<file path="src/shared/gpio_exp_regs.svh">
// register map, reset values and addresses of the 40-line expander
`ifndef GPIO_EXP_REGS_SVH
`define GPIO_EXP_REGS_SVH
`define IO_W        40
`define NUM_BANKS   5
`define BANK_W      8
// register pointer = {group[2:0], bank[2:0]}
`define GRP_IN      3'h0
`define GRP_OUT     3'h1
`define GRP_POL     3'h2
`define GRP_DIR     3'h3
`define GRP_MASK    3'h4
`define GRP_OD      3'h5
`define GRP_MODE    3'h6
`define GRP_ID      3'h7
`define ID_IDX_MFR  3'h0
`define ID_IDX_PART 3'h1
`define ID_IDX_REV  3'h2
`define MODE_STOP   0
`define MODE_ALERT  1
`define RST_OUT     40'h00_0000_0000
`define RST_POL     40'h00_0000_0000
`define RST_DIR     40'hff_ffff_ffff
`define RST_MASK    40'h00_0000_0000
`define RST_OD      40'h00_0000_0000
`define RST_MODE    8'h00
`define RST_PTR     6'h00
`define TGT_BASE    7'h20
`define ALLCALL_ADR 7'h68
`define ARA_ADR     7'h0c
`define INIT_DONE   2'h3
`endif

</file>
<file path="src/shared/gpio_exp_pkg.sv">
// types shared by the expander design
package gpio_exp_pkg;
    typedef enum logic [2:0] {
        ST_IDLE  = 3'b000,
        ST_ADDR  = 3'b001,
        ST_CMD   = 3'b010,
        ST_WDATA = 3'b011,
        ST_RDATA = 3'b100,
        ST_WAIT  = 3'b101
    } i2c_state_t;
endpackage : gpio_exp_pkg

</file>
<file path="src/gpio_expander.sv">
// i2c target with forty configurable io lines in five banks
`timescale 1ns/100ps
`include "gpio_exp_regs.svh"
module gpio_expander #(
    // identity bytes: arbitrary values
    parameter logic [7:0] ID_MFR  = 8'h5a,
    parameter logic [7:0] ID_PART = 8'h3c,
    parameter logic [7:0] ID_REV  = 8'h01
) (
    // clock and reset
    input  wire logic                I_CLK,
    input  wire logic                I_RESET_N,
    // i2c bus
    input  wire logic                I_SCL,
    input  wire logic                I_SDA,
    output logic                     O_SDA_OE_N,
    // control pins
    input  wire logic                I_RST_PIN_N,
    input  wire logic                I_OE_N,
    input  wire logic [5:0]          I_ASEL,
    // io lines
    input  wire logic [`IO_W-1:0]    I_IO,
    output logic      [`IO_W-1:0]    O_IO,
    output logic      [`IO_W-1:0]    O_IO_OE_N,
    // open-drain flags
    output logic                     O_INT_OE_N,
    output logic                     O_ALERT_OE_N
);

    ////////////////////////////////////////////////////////////////////////////
    logic [`IO_W+9:0]       sync_v;
    logic                   scl_s, sda_s, rstp_s, oe_dis_s;
    logic [5:0]             asel_s;
    logic [`IO_W-1:0]       in_s;

    gpio_sync2 #(.W(`IO_W + 10)) u_sync (
        .i_clk   (I_CLK),
        .i_rst_n (I_RESET_N),
        .i_d     ({I_SCL, I_SDA, I_RST_PIN_N, I_OE_N, I_ASEL, I_IO}),
        .o_q     (sync_v)
    );
    assign {scl_s, sda_s, rstp_s, oe_dis_s, asel_s, in_s} = sync_v;

    ////////////////////////////////////////////////////////////////////////////
    gpio_exp_pkg::i2c_state_t st_q, st_d;
    logic [3:0]             bit_q, bit_d;
    logic [7:0]             sh_q, sh_d;
    logic [5:0]             ptr_q, ptr_d;
    logic                   ack_q, ack_d, nack_q, nack_d, rw_q, rw_d, ara_q, ara_d;
    logic                   sda_oe_n_q, sda_oe_n_d, scl_p_q, sda_p_q;
    logic                   scl_rise, scl_fall, start_c, stop_c;
    logic                   wr_en, rd_load, stop_evt, ara_done;

    logic [`IO_W-1:0]       out_q, out_d, shad_q, shad_d, pol_q, pol_d, dir_q, dir_d;
    logic [`IO_W-1:0]       mask_q, mask_d, od_q, od_d, snap_q, snap_d, chg;
    logic [7:0]             mode_q, mode_d;
    logic [`NUM_BANKS-1:0]  pend_q, pend_d, chg_b, rd_clr;
    logic                   alert_q, alert_d, int_oe_n_q, alert_oe_n_q;
    logic [6:0]             own_q, own_d;
    logic [1:0]             init_q, init_d;

    function automatic logic bank_ok(input logic [2:0] b);
        bank_ok = (b < 3'(`NUM_BANKS));
    endfunction : bank_ok

    function automatic logic [7:0] bank_sl(input logic [`IO_W-1:0] v, input logic [2:0] b);
        bank_sl = v[b*`BANK_W +: `BANK_W];
    endfunction : bank_sl

    function automatic logic [`IO_W-1:0] wr_bank(input logic [`IO_W-1:0] v, input logic [2:0] b,
                                                  input logic [7:0] d);
        wr_bank = v;
        wr_bank[b*`BANK_W +: `BANK_W] = d;
    endfunction : wr_bank

    function automatic logic [7:0] rd_byte(input logic [5:0] p);
        rd_byte = 8'h00;
        if (p[5:3] == `GRP_ID) begin
            if (p[2:0] == `ID_IDX_MFR)  rd_byte = ID_MFR;
            if (p[2:0] == `ID_IDX_PART) rd_byte = ID_PART;
            if (p[2:0] == `ID_IDX_REV)  rd_byte = ID_REV;
        end else if (p[5:3] == `GRP_MODE) begin
            if (p[2:0] == 3'h0) rd_byte = mode_q;
        end else if (bank_ok(p[2:0])) begin
            unique case (p[5:3])
                `GRP_IN:   rd_byte = bank_sl(in_s ^ pol_q, p[2:0]);
                `GRP_OUT:  rd_byte = bank_sl(shad_q, p[2:0]);
                `GRP_POL:  rd_byte = bank_sl(pol_q, p[2:0]);
                `GRP_DIR:  rd_byte = bank_sl(dir_q, p[2:0]);
                `GRP_MASK: rd_byte = bank_sl(mask_q, p[2:0]);
                default:   rd_byte = bank_sl(od_q, p[2:0]);
            endcase
        end
    endfunction : rd_byte

    ////////////////////////////////////////////////////////////////////////////
    // bus engine: edges come from the synchronised copies only
    assign scl_rise = scl_s & ~scl_p_q;
    assign scl_fall = ~scl_s & scl_p_q;
    assign start_c  = scl_s & scl_p_q & ~sda_s & sda_p_q;
    assign stop_c   = scl_s & scl_p_q & sda_s & ~sda_p_q;

    always_comb begin
        st_d = st_q; bit_d = bit_q; sh_d = sh_q; ptr_d = ptr_q; ack_d = ack_q;
        nack_d = nack_q; rw_d = rw_q; ara_d = ara_q; sda_oe_n_d = sda_oe_n_q;
        wr_en = 1'b0; rd_load = 1'b0; stop_evt = 1'b0; ara_done = 1'b0;
        if (!rstp_s) begin
            st_d = gpio_exp_pkg::ST_IDLE; ack_d = 1'b0; sda_oe_n_d = 1'b1;
        end else if (start_c) begin
            st_d = gpio_exp_pkg::ST_ADDR; bit_d = 4'h0; ack_d = 1'b0; sda_oe_n_d = 1'b1;
        end else if (stop_c) begin
            st_d = gpio_exp_pkg::ST_IDLE; ack_d = 1'b0; sda_oe_n_d = 1'b1; stop_evt = 1'b1;
        end else if (scl_rise && st_q != gpio_exp_pkg::ST_IDLE && st_q != gpio_exp_pkg::ST_WAIT) begin
            if (ack_q) begin
                nack_d = sda_s;
            end else begin
                bit_d = 4'(bit_q + 4'h1);
                if (st_q != gpio_exp_pkg::ST_RDATA) sh_d = {sh_q[6:0], sda_s};
            end
        end else if (scl_fall && st_q != gpio_exp_pkg::ST_IDLE && st_q != gpio_exp_pkg::ST_WAIT) begin
            if (!ack_q && bit_q == 4'h8) begin
                ack_d = 1'b1; bit_d = 4'h0; sda_oe_n_d = 1'b1;
                unique case (st_q)
                    gpio_exp_pkg::ST_ADDR: begin
                        rw_d  = sh_q[0];
                        ara_d = (sh_q[7:1] == `ARA_ADR) && sh_q[0] && alert_q;
                        if (sh_q[7:1] == own_q || ara_d) sda_oe_n_d = 1'b0;
                        else if (sh_q[7:1] == `ALLCALL_ADR && !sh_q[0]) sda_oe_n_d = 1'b0;
                        else st_d = gpio_exp_pkg::ST_WAIT;
                    end
                    gpio_exp_pkg::ST_CMD: begin
                        ptr_d = sh_q[5:0]; sda_oe_n_d = 1'b0;
                    end
                    gpio_exp_pkg::ST_WDATA: begin
                        wr_en = 1'b1; ptr_d = ptr_q + 6'h01; sda_oe_n_d = 1'b0;
                    end
                    gpio_exp_pkg::ST_RDATA: ;
                    default: st_d = gpio_exp_pkg::ST_WAIT;
                endcase
            end else if (ack_q) begin
                ack_d = 1'b0; sda_oe_n_d = 1'b1;
                if (st_q == gpio_exp_pkg::ST_ADDR)
                    st_d = rw_q ? gpio_exp_pkg::ST_RDATA : gpio_exp_pkg::ST_CMD;
                else if (st_q == gpio_exp_pkg::ST_CMD) st_d = gpio_exp_pkg::ST_WDATA;
                else if (st_q == gpio_exp_pkg::ST_RDATA && nack_q) st_d = gpio_exp_pkg::ST_WAIT;
                if (st_d == gpio_exp_pkg::ST_RDATA) begin
                    sh_d = ara_q ? {own_q, 1'b0} : rd_byte(ptr_q);
                    sda_oe_n_d = sh_d[7];
                    rd_load = ~ara_q;
                    ara_done = ara_q;
                    if (!ara_q) ptr_d = ptr_q + 6'h01;
                end
            end else if (st_q == gpio_exp_pkg::ST_RDATA) begin
                sh_d = {sh_q[6:0], 1'b0};
                sda_oe_n_d = sh_d[7];
            end
        end
    end

    always_ff @(posedge I_CLK or negedge I_RESET_N) begin
        if (!I_RESET_N) begin
            st_q <= gpio_exp_pkg::ST_IDLE; bit_q <= 4'h0; sh_q <= 8'h00; ptr_q <= `RST_PTR;
            ack_q <= 1'b0; nack_q <= 1'b0; rw_q <= 1'b0; ara_q <= 1'b0;
            sda_oe_n_q <= 1'b1; scl_p_q <= 1'b1; sda_p_q <= 1'b1;
        end else begin
            st_q <= st_d; bit_q <= bit_d; sh_q <= sh_d; ptr_q <= ptr_d;
            ack_q <= ack_d; nack_q <= nack_d; rw_q <= rw_d; ara_q <= ara_d;
            sda_oe_n_q <= sda_oe_n_d; scl_p_q <= scl_s; sda_p_q <= sda_s;
        end
    end
    assign O_SDA_OE_N = sda_oe_n_q;

    ////////////////////////////////////////////////////////////////////////////
    // change detection against the value last read, per bank
    assign chg = (in_s ^ snap_q) & ~mask_q & dir_q;

    always_comb begin
        out_d = out_q; shad_d = shad_q; pol_d = pol_q; dir_d = dir_q; mask_d = mask_q;
        od_d = od_q; mode_d = mode_q; snap_d = snap_q; own_d = own_q; init_d = init_q;
        rd_clr = '0;
        if (rd_load && ptr_q[5:3] == `GRP_IN && bank_ok(ptr_q[2:0]))
            rd_clr[ptr_q[2:0]] = 1'b1;
        // a change that coincides with the read is inside the read value itself
        pend_d  = (pend_q | chg_b) & ~rd_clr;
        alert_d = (alert_q & ~ara_done) | (mode_q[`MODE_ALERT] & |(chg_b & ~pend_q & ~rd_clr));
        for (int b = 0; b < `NUM_BANKS; b++)
            if (rd_clr[b]) snap_d[b*`BANK_W +: `BANK_W] = in_s[b*`BANK_W +: `BANK_W];
        if (wr_en && ptr_q[5:3] == `GRP_MODE && ptr_q[2:0] == 3'h0) mode_d = sh_q;
        if (wr_en && bank_ok(ptr_q[2:0])) begin
            unique case (ptr_q[5:3])
                `GRP_OUT: begin
                    shad_d = wr_bank(shad_q, ptr_q[2:0], sh_q);
                    if (!mode_q[`MODE_STOP]) out_d = wr_bank(out_q, ptr_q[2:0], sh_q);
                end
                `GRP_POL:  pol_d  = wr_bank(pol_q, ptr_q[2:0], sh_q);
                `GRP_DIR:  dir_d  = wr_bank(dir_q, ptr_q[2:0], sh_q);
                `GRP_MASK: mask_d = wr_bank(mask_q, ptr_q[2:0], sh_q);
                `GRP_OD:   od_d   = wr_bank(od_q, ptr_q[2:0], sh_q);
                default: ;
            endcase
        end
        if (stop_evt && mode_q[`MODE_STOP]) out_d = shad_q;
        // straps and the input baseline are caught once the synchronisers have filled
        if (init_q != `INIT_DONE) begin
            init_d = 2'(init_q + 2'h1);
            own_d  = `TGT_BASE + 7'(asel_s);
            snap_d = in_s;
            pend_d = '0;
            alert_d = 1'b0;
        end
        if (!rstp_s) begin
            out_d = `RST_OUT; shad_d = `RST_OUT; pol_d = `RST_POL; dir_d = `RST_DIR;
            mask_d = `RST_MASK; od_d = `RST_OD; mode_d = `RST_MODE; snap_d = in_s;
            pend_d = '0; alert_d = 1'b0;
        end
    end

    always_ff @(posedge I_CLK or negedge I_RESET_N) begin
        if (!I_RESET_N) begin
            out_q <= `RST_OUT; shad_q <= `RST_OUT; pol_q <= `RST_POL; dir_q <= `RST_DIR;
            mask_q <= `RST_MASK; od_q <= `RST_OD; mode_q <= `RST_MODE; snap_q <= '0;
            pend_q <= '0; alert_q <= 1'b0; own_q <= `TGT_BASE; init_q <= 2'h0;
            int_oe_n_q <= 1'b1; alert_oe_n_q <= 1'b1;
        end else begin
            out_q <= out_d; shad_q <= shad_d; pol_q <= pol_d; dir_q <= dir_d;
            mask_q <= mask_d; od_q <= od_d; mode_q <= mode_d; snap_q <= snap_d;
            pend_q <= pend_d; alert_q <= alert_d; own_q <= own_d; init_q <= init_d;
            int_oe_n_q <= ~|pend_q;
            alert_oe_n_q <= ~alert_q;
        end
    end
    assign O_INT_OE_N   = int_oe_n_q;
    assign O_ALERT_OE_N = alert_oe_n_q;

    ////////////////////////////////////////////////////////////////////////////
    for (genvar g = 0; g < `NUM_BANKS; g++) begin : g_bank
        assign chg_b[g] = |chg[g*`BANK_W +: `BANK_W];
        gpio_io_bank #(.W(`BANK_W)) u_bank (
            .i_clk   (I_CLK),
            .i_rst_n (I_RESET_N),
            .i_out   (out_q[g*`BANK_W +: `BANK_W]),
            .i_dir   (dir_q[g*`BANK_W +: `BANK_W]),
            .i_od    (od_q[g*`BANK_W +: `BANK_W]),
            .i_oe_ok (~oe_dis_s),
            .o_pin   (O_IO[g*`BANK_W +: `BANK_W]),
            .o_oe_n  (O_IO_OE_N[g*`BANK_W +: `BANK_W])
        );
    end

    ////////////////////////////////////////////////////////////////////////////
    // a fresh alert event in the response cycle keeps the alert raised
    logic                   alert_new;
    assign alert_new = mode_q[`MODE_ALERT] & |(chg_b & ~pend_q & ~rd_clr);
endmodule : gpio_expander

</file>
<file path="src/gpio_io_bank.sv">
// pad drive of one bank of eight lines
`timescale 1ns/100ps
module gpio_io_bank #(
    parameter int W = 8
) (
    // clock and reset
    input  wire logic         i_clk,
    input  wire logic         i_rst_n,
    // configuration
    input  wire logic [W-1:0] i_out,
    input  wire logic [W-1:0] i_dir,
    input  wire logic [W-1:0] i_od,
    input  wire logic         i_oe_ok,
    // pad
    output logic      [W-1:0] o_pin,
    output logic      [W-1:0] o_oe_n
);
    logic [W-1:0] pin_d;
    logic [W-1:0] oe_n_d;

    always_comb begin
        // open-drain lines only ever pull low, so their data stays 0
        pin_d  = i_out & ~i_od;
        oe_n_d = i_oe_ok ? (i_dir | (i_od & i_out)) : '1;
    end

    always_ff @(posedge i_clk or negedge i_rst_n) begin
        if (!i_rst_n) begin
            o_pin  <= '0;
            o_oe_n <= '1;
        end else begin
            o_pin  <= pin_d;
            o_oe_n <= oe_n_d;
        end
    end
endmodule : gpio_io_bank

</file>
<file path="src/gpio_sync2.sv">
// two-flop synchroniser for pins entering the core clock domain
`timescale 1ns/100ps
module gpio_sync2 #(
    parameter int W = 1
) (
    // clock and reset
    input  wire logic         i_clk,
    input  wire logic         i_rst_n,
    // data
    input  wire logic [W-1:0] i_d,
    output logic      [W-1:0] o_q
);
    logic [W-1:0] meta_q;
    always_ff @(posedge i_clk or negedge i_rst_n) begin
        if (!i_rst_n) begin
            meta_q <= '0;
            o_q    <= '0;
        end else begin
            meta_q <= i_d;
            o_q    <= meta_q;
        end
    end
endmodule : gpio_sync2
</file>
<file path="config.mk">
export PLATFORM = sky130hd
export DESIGN_NAME = gpio_expander
export DESIGN_NICKNAME = d
export VERILOG_FILES = /design/src/shared/gpio_exp_pkg.sv /design/src/gpio_expander.sv /design/src/gpio_io_bank.sv /design/src/gpio_sync2.sv
export VERILOG_INCLUDE_DIRS = /design/src /design/src/shared
export SDC_FILE = /design/constraint.sdc
export NUM_CORES = 1
export LEC_CHECK = 0
export ABC_AREA = 1
export BUFFER_PORTS_ARGS = -buffer_cell sky130_fd_sc_hd__buf_2
export CAP_MARGIN = 10
export CORE_MARGIN = 8
export CORE_UTILIZATION = 39
export CTS_BUF_LIST = sky130_fd_sc_hd__clkbuf_8
export DETAILED_ROUTE_END_ITERATION = 8
export HOLD_SLACK_MARGIN = 0.12
export PLACE_DENSITY = 0.6
export SYNTH_ARGS = -nofsm -noshare
export SYNTH_HDL_FRONTEND = slang
export SYNTH_SLANG_ARGS = --single-unit
</file>
<file path="constraint.sdc">
create_clock -name I_CLK -period 6.35 [get_ports I_CLK]
set_input_delay 0 -clock I_CLK [delete_from_list [all_inputs] [get_ports I_CLK]]
set_output_delay 0 -clock I_CLK [all_outputs]
set_load 0.02 [all_outputs]
</file>
==> out/qor.yml <==
placed_design:
  hpwlAfterDp_mm: 54.6
  gp_congestion: 0.964
  io_buffers: 134
clock_tree:
  htreeDepth: 3
  worst_skew_pair.late_latency_ps: 700
  numCtsBuffers: 88
  cts.clk_slew.worst_paths_ps: 70
  cts_root_buf: "clkbuf_8"
  clock_path_buffers: 3
  cts_sinks: 513
  cts-resized-gates: 0
  cts_tree: "yes"
sta:
  setup_violations: 0
  fin_crit_sh_pct: 58.7
  rsz0062_at_grt: "no"
  slew-limit-headroom_pct: 19.8
  drv_slew: 0
  timing.hold.ws_ps: 346
  worst_slew_pin_slew_ps: 1200
  skew_ps: 35.4
  hold_viol: 0
  period_minus_slack_ps: 3730
  fin_setup_tns_ps: 0
  fmax_mhz: 268
detailed_routing:
  drtPass1Iterations: 6
  num_vias: 20270
  routed_wl_mm: 80.4
  drc: 0
  vias_per_cell: 5.39
  wl_per_cell_um: 21.4
  drt-initial-drc-count: 2306
  antenna_left: 0
logic_synthesis:
  yosys-top-cells-count: "648 x nand2_1, 427 x dfrtp_1, 301 x o21ai_0"
  synth.avg_cell_area_um2: 8.67
  ys_seq_elements: 513
  synth-main-ff-cell: "dfrtp_1"
  synth_edf_count: 0
  ys_seq_area_share_pct: 56.1
  syn_inst: 2662
  synth_nets: 2722
  synth_most_common_cell: "nand2_1"
  yosysWarnings: 0
  yosysUniqueCellTypes: 53
  synth_top_area_share_pct: 46.3
  yosysTopAreaCell: "dfrtp_1"
  synthArstFlopShare_pct: 100
  ys_top_cells_by_area: "dfrtp_1 46%, nand2_1 11%, dfstp_2 9.8%, o21ai_0 6.5%, inv_1 4.4%"
  syn_area_um2: 23100
critical_path:
  r2r_end: "sh_q[5]$_DFFE_PN0P_"
  regToRegSetupSlack_ps: 2620
  rr_worst_depth: 13
  start_kind: "flop"
  reg2reg_from: "ptr_q[5]$_DFFE_PN0P_"
  crit_fanout: 26
  crit_arrival_ps: 4340
  crit_type: "flop to flop"
  cp-end-kind: "flop"
  crit_end: "sh_q[5]$_DFFE_PN0P_"
  critPathRequiredTime_ps: 6960
  setup.worst_path.start: "ptr_q[5]$_DFFE_PN0P_"
outcome:
  run_status: "finished clean"
power:
  ir_drop_uv: 176
  p_per_area_nw_per_um2: 269
  leakage_nw: 12.8
layout:
  n_fill_cell: 5742
  num-nets-final: 2973
  syn2layout_area_growth_pct: 19.3
  drive_gt1_share_pct: 16.1
global_route:
  grt.overflow.total: 0
  grt_max_degree: 160
  antenna_found_initial: 2
  grtUsageTotal_pct: 23.6
  grt_pass1_vias: 19846
  grt_pass1_wl_mm: 122
die:
  dieArea_um2: 67200
  start_util_pct: 39.3
  pin_count: 135
  coreArea_um2: 58800
  die_w_um: 259
  rows: 89
  die_height_um: 259
worst_hold_path:
  hp-start: "u_sync.meta_q[48]$_DFF_PN0_"
  min_path_type: "flop to flop"
flow_run:
  drv_cap: 0
[kinds of logic after synthesis]
logic type	after synthesis	share of synthesized area [%]
AO/OA/AOI/OAI	602	14.6
XOR/XNOR	35	1.33
adder cells (fa/ha/maj)	8	0.434
buffers and inverters	381	6.63
flip-flops	513	56.1
multiplexers	25	1.22
AND/OR/NAND/NOR	1098	19.8
[power breakdown]
group	switching (mW)	internal (mW)
clock	1.41	1.93
sequential	0.0837	3.43
combinational	0.376	0.182
total	1.87	5.55
[sequential cells by signal (all words and copies together) (netlist names), 2 cells and up]
register,count
u_sync.meta_q,50
u_sync.o_q,50
dir_q,40
g_bank.u_bank.o_oe_n,40
g_bank.u_bank.o_pin,40
mask_q,40
od_q,40
out_q,40
pol_q,40
shad_q,40
snap_q,40
mode_q,8
sh_q,8
own_q,7
ptr_q,6
pend_q,5
bit_q,4
st_q,3
init_q,2
[worst min path at each step]
| stage | slack [ps] | cells past startpoint | endpoint |
|---|---|---|---|
| after global routing | 350 | 0 | u_sync.o_q[43]$_DFF_PN0_ |
| after floorplan | -300 | 0 | ack_q$_DFFE_PN0P_ |
| after CTS | 350 | 0 | u_sync.o_q[19]$_DFF_PN0_ |
| after global placement | -0.7 | 1 | u_sync.o_q[46]$_DFF_PN0_ |
| final | 350 | 0 | u_sync.o_q[48]$_DFF_PN0_ |
| after detailed placement | 3 | 1 | u_sync.o_q[46]$_DFF_PN0_ |
[layout make-up]
type,instances,area [µm²],area share [%]
diodes,2,5.00,0.0182
flip-flops and latches,513,12900,47.0
clock buffers,113,1560,5.65
inverters,282,1060,3.85
clock inverters,52,452,1.64
multi-input cells,1768,8640,31.3
repair buffers,260,1930,6.99
well taps,773,967,3.51
[stage by stage]
step / std cells / cell area [µm²] / setup WS [ps] / power [mW] / utilization (%)
2_1_floorplan: 2662 / 23100 / 3490 / 3.82 / -
3_3_place_gp: 3493 / 24500 / 2850 / 4.06 / 41.6
3_5_place_dp: 3493 / 24500 / 2780 / 4.07 / 41.6
4_1_cts: 3761 / 27500 / 2750 / 7.49 / 46.8
5_1_grt: 3763 / 27500 / 2470 / 7.71 / 46.9
6_report: 3763 / 27500 / 2620 / 7.42 / 46.9
[cells in the final DEF (no fill, tap or decap), types with 86 or more instances in the layout]
master / Yosys / layout
nand2_1: 648 / 647
dfrtp_1: 427 / 425
o21ai_0: 301 / 301
inv_1: 271 / 294
nor2_1: 248 / 245
buf_2: 31 / 133
clkbuf_8: 0 / 113
nand3_1: 110 / 109
dlygate4sd3_1: 0 / 102
a21oi_1: 95 / 95
dfstp_2: 86 / 86
[critical path, cell delays in order, from the launching register on]
cell,delay (ps)
dfrtp_2,400
inv_1,740
nand2_2,620
inv_2,670
a21oi_1,140
nand3_1,110
nand2_1,80
a21oi_1,260
nand3_1,190
nand2_1,100
nand2_1,50
nand2_1,70
nand2_1,50
a21boi_1,120
[layer usage]
metal	GRT usage, %	part of all wire [%]	vias to the layer above
met4	9.51	3.3	0
met2	36.5	46	974
met5	0	0	-
li1	-	-	9207
met3	5.29	8.8	163
met1	32.0	42	9926
[timing repair]
action	in CTS	in global routing
hold buffers	103	0
endpoints found under the hold margin	486	0
setup buffers	0	0
Power figures use the tool's default switching activity.
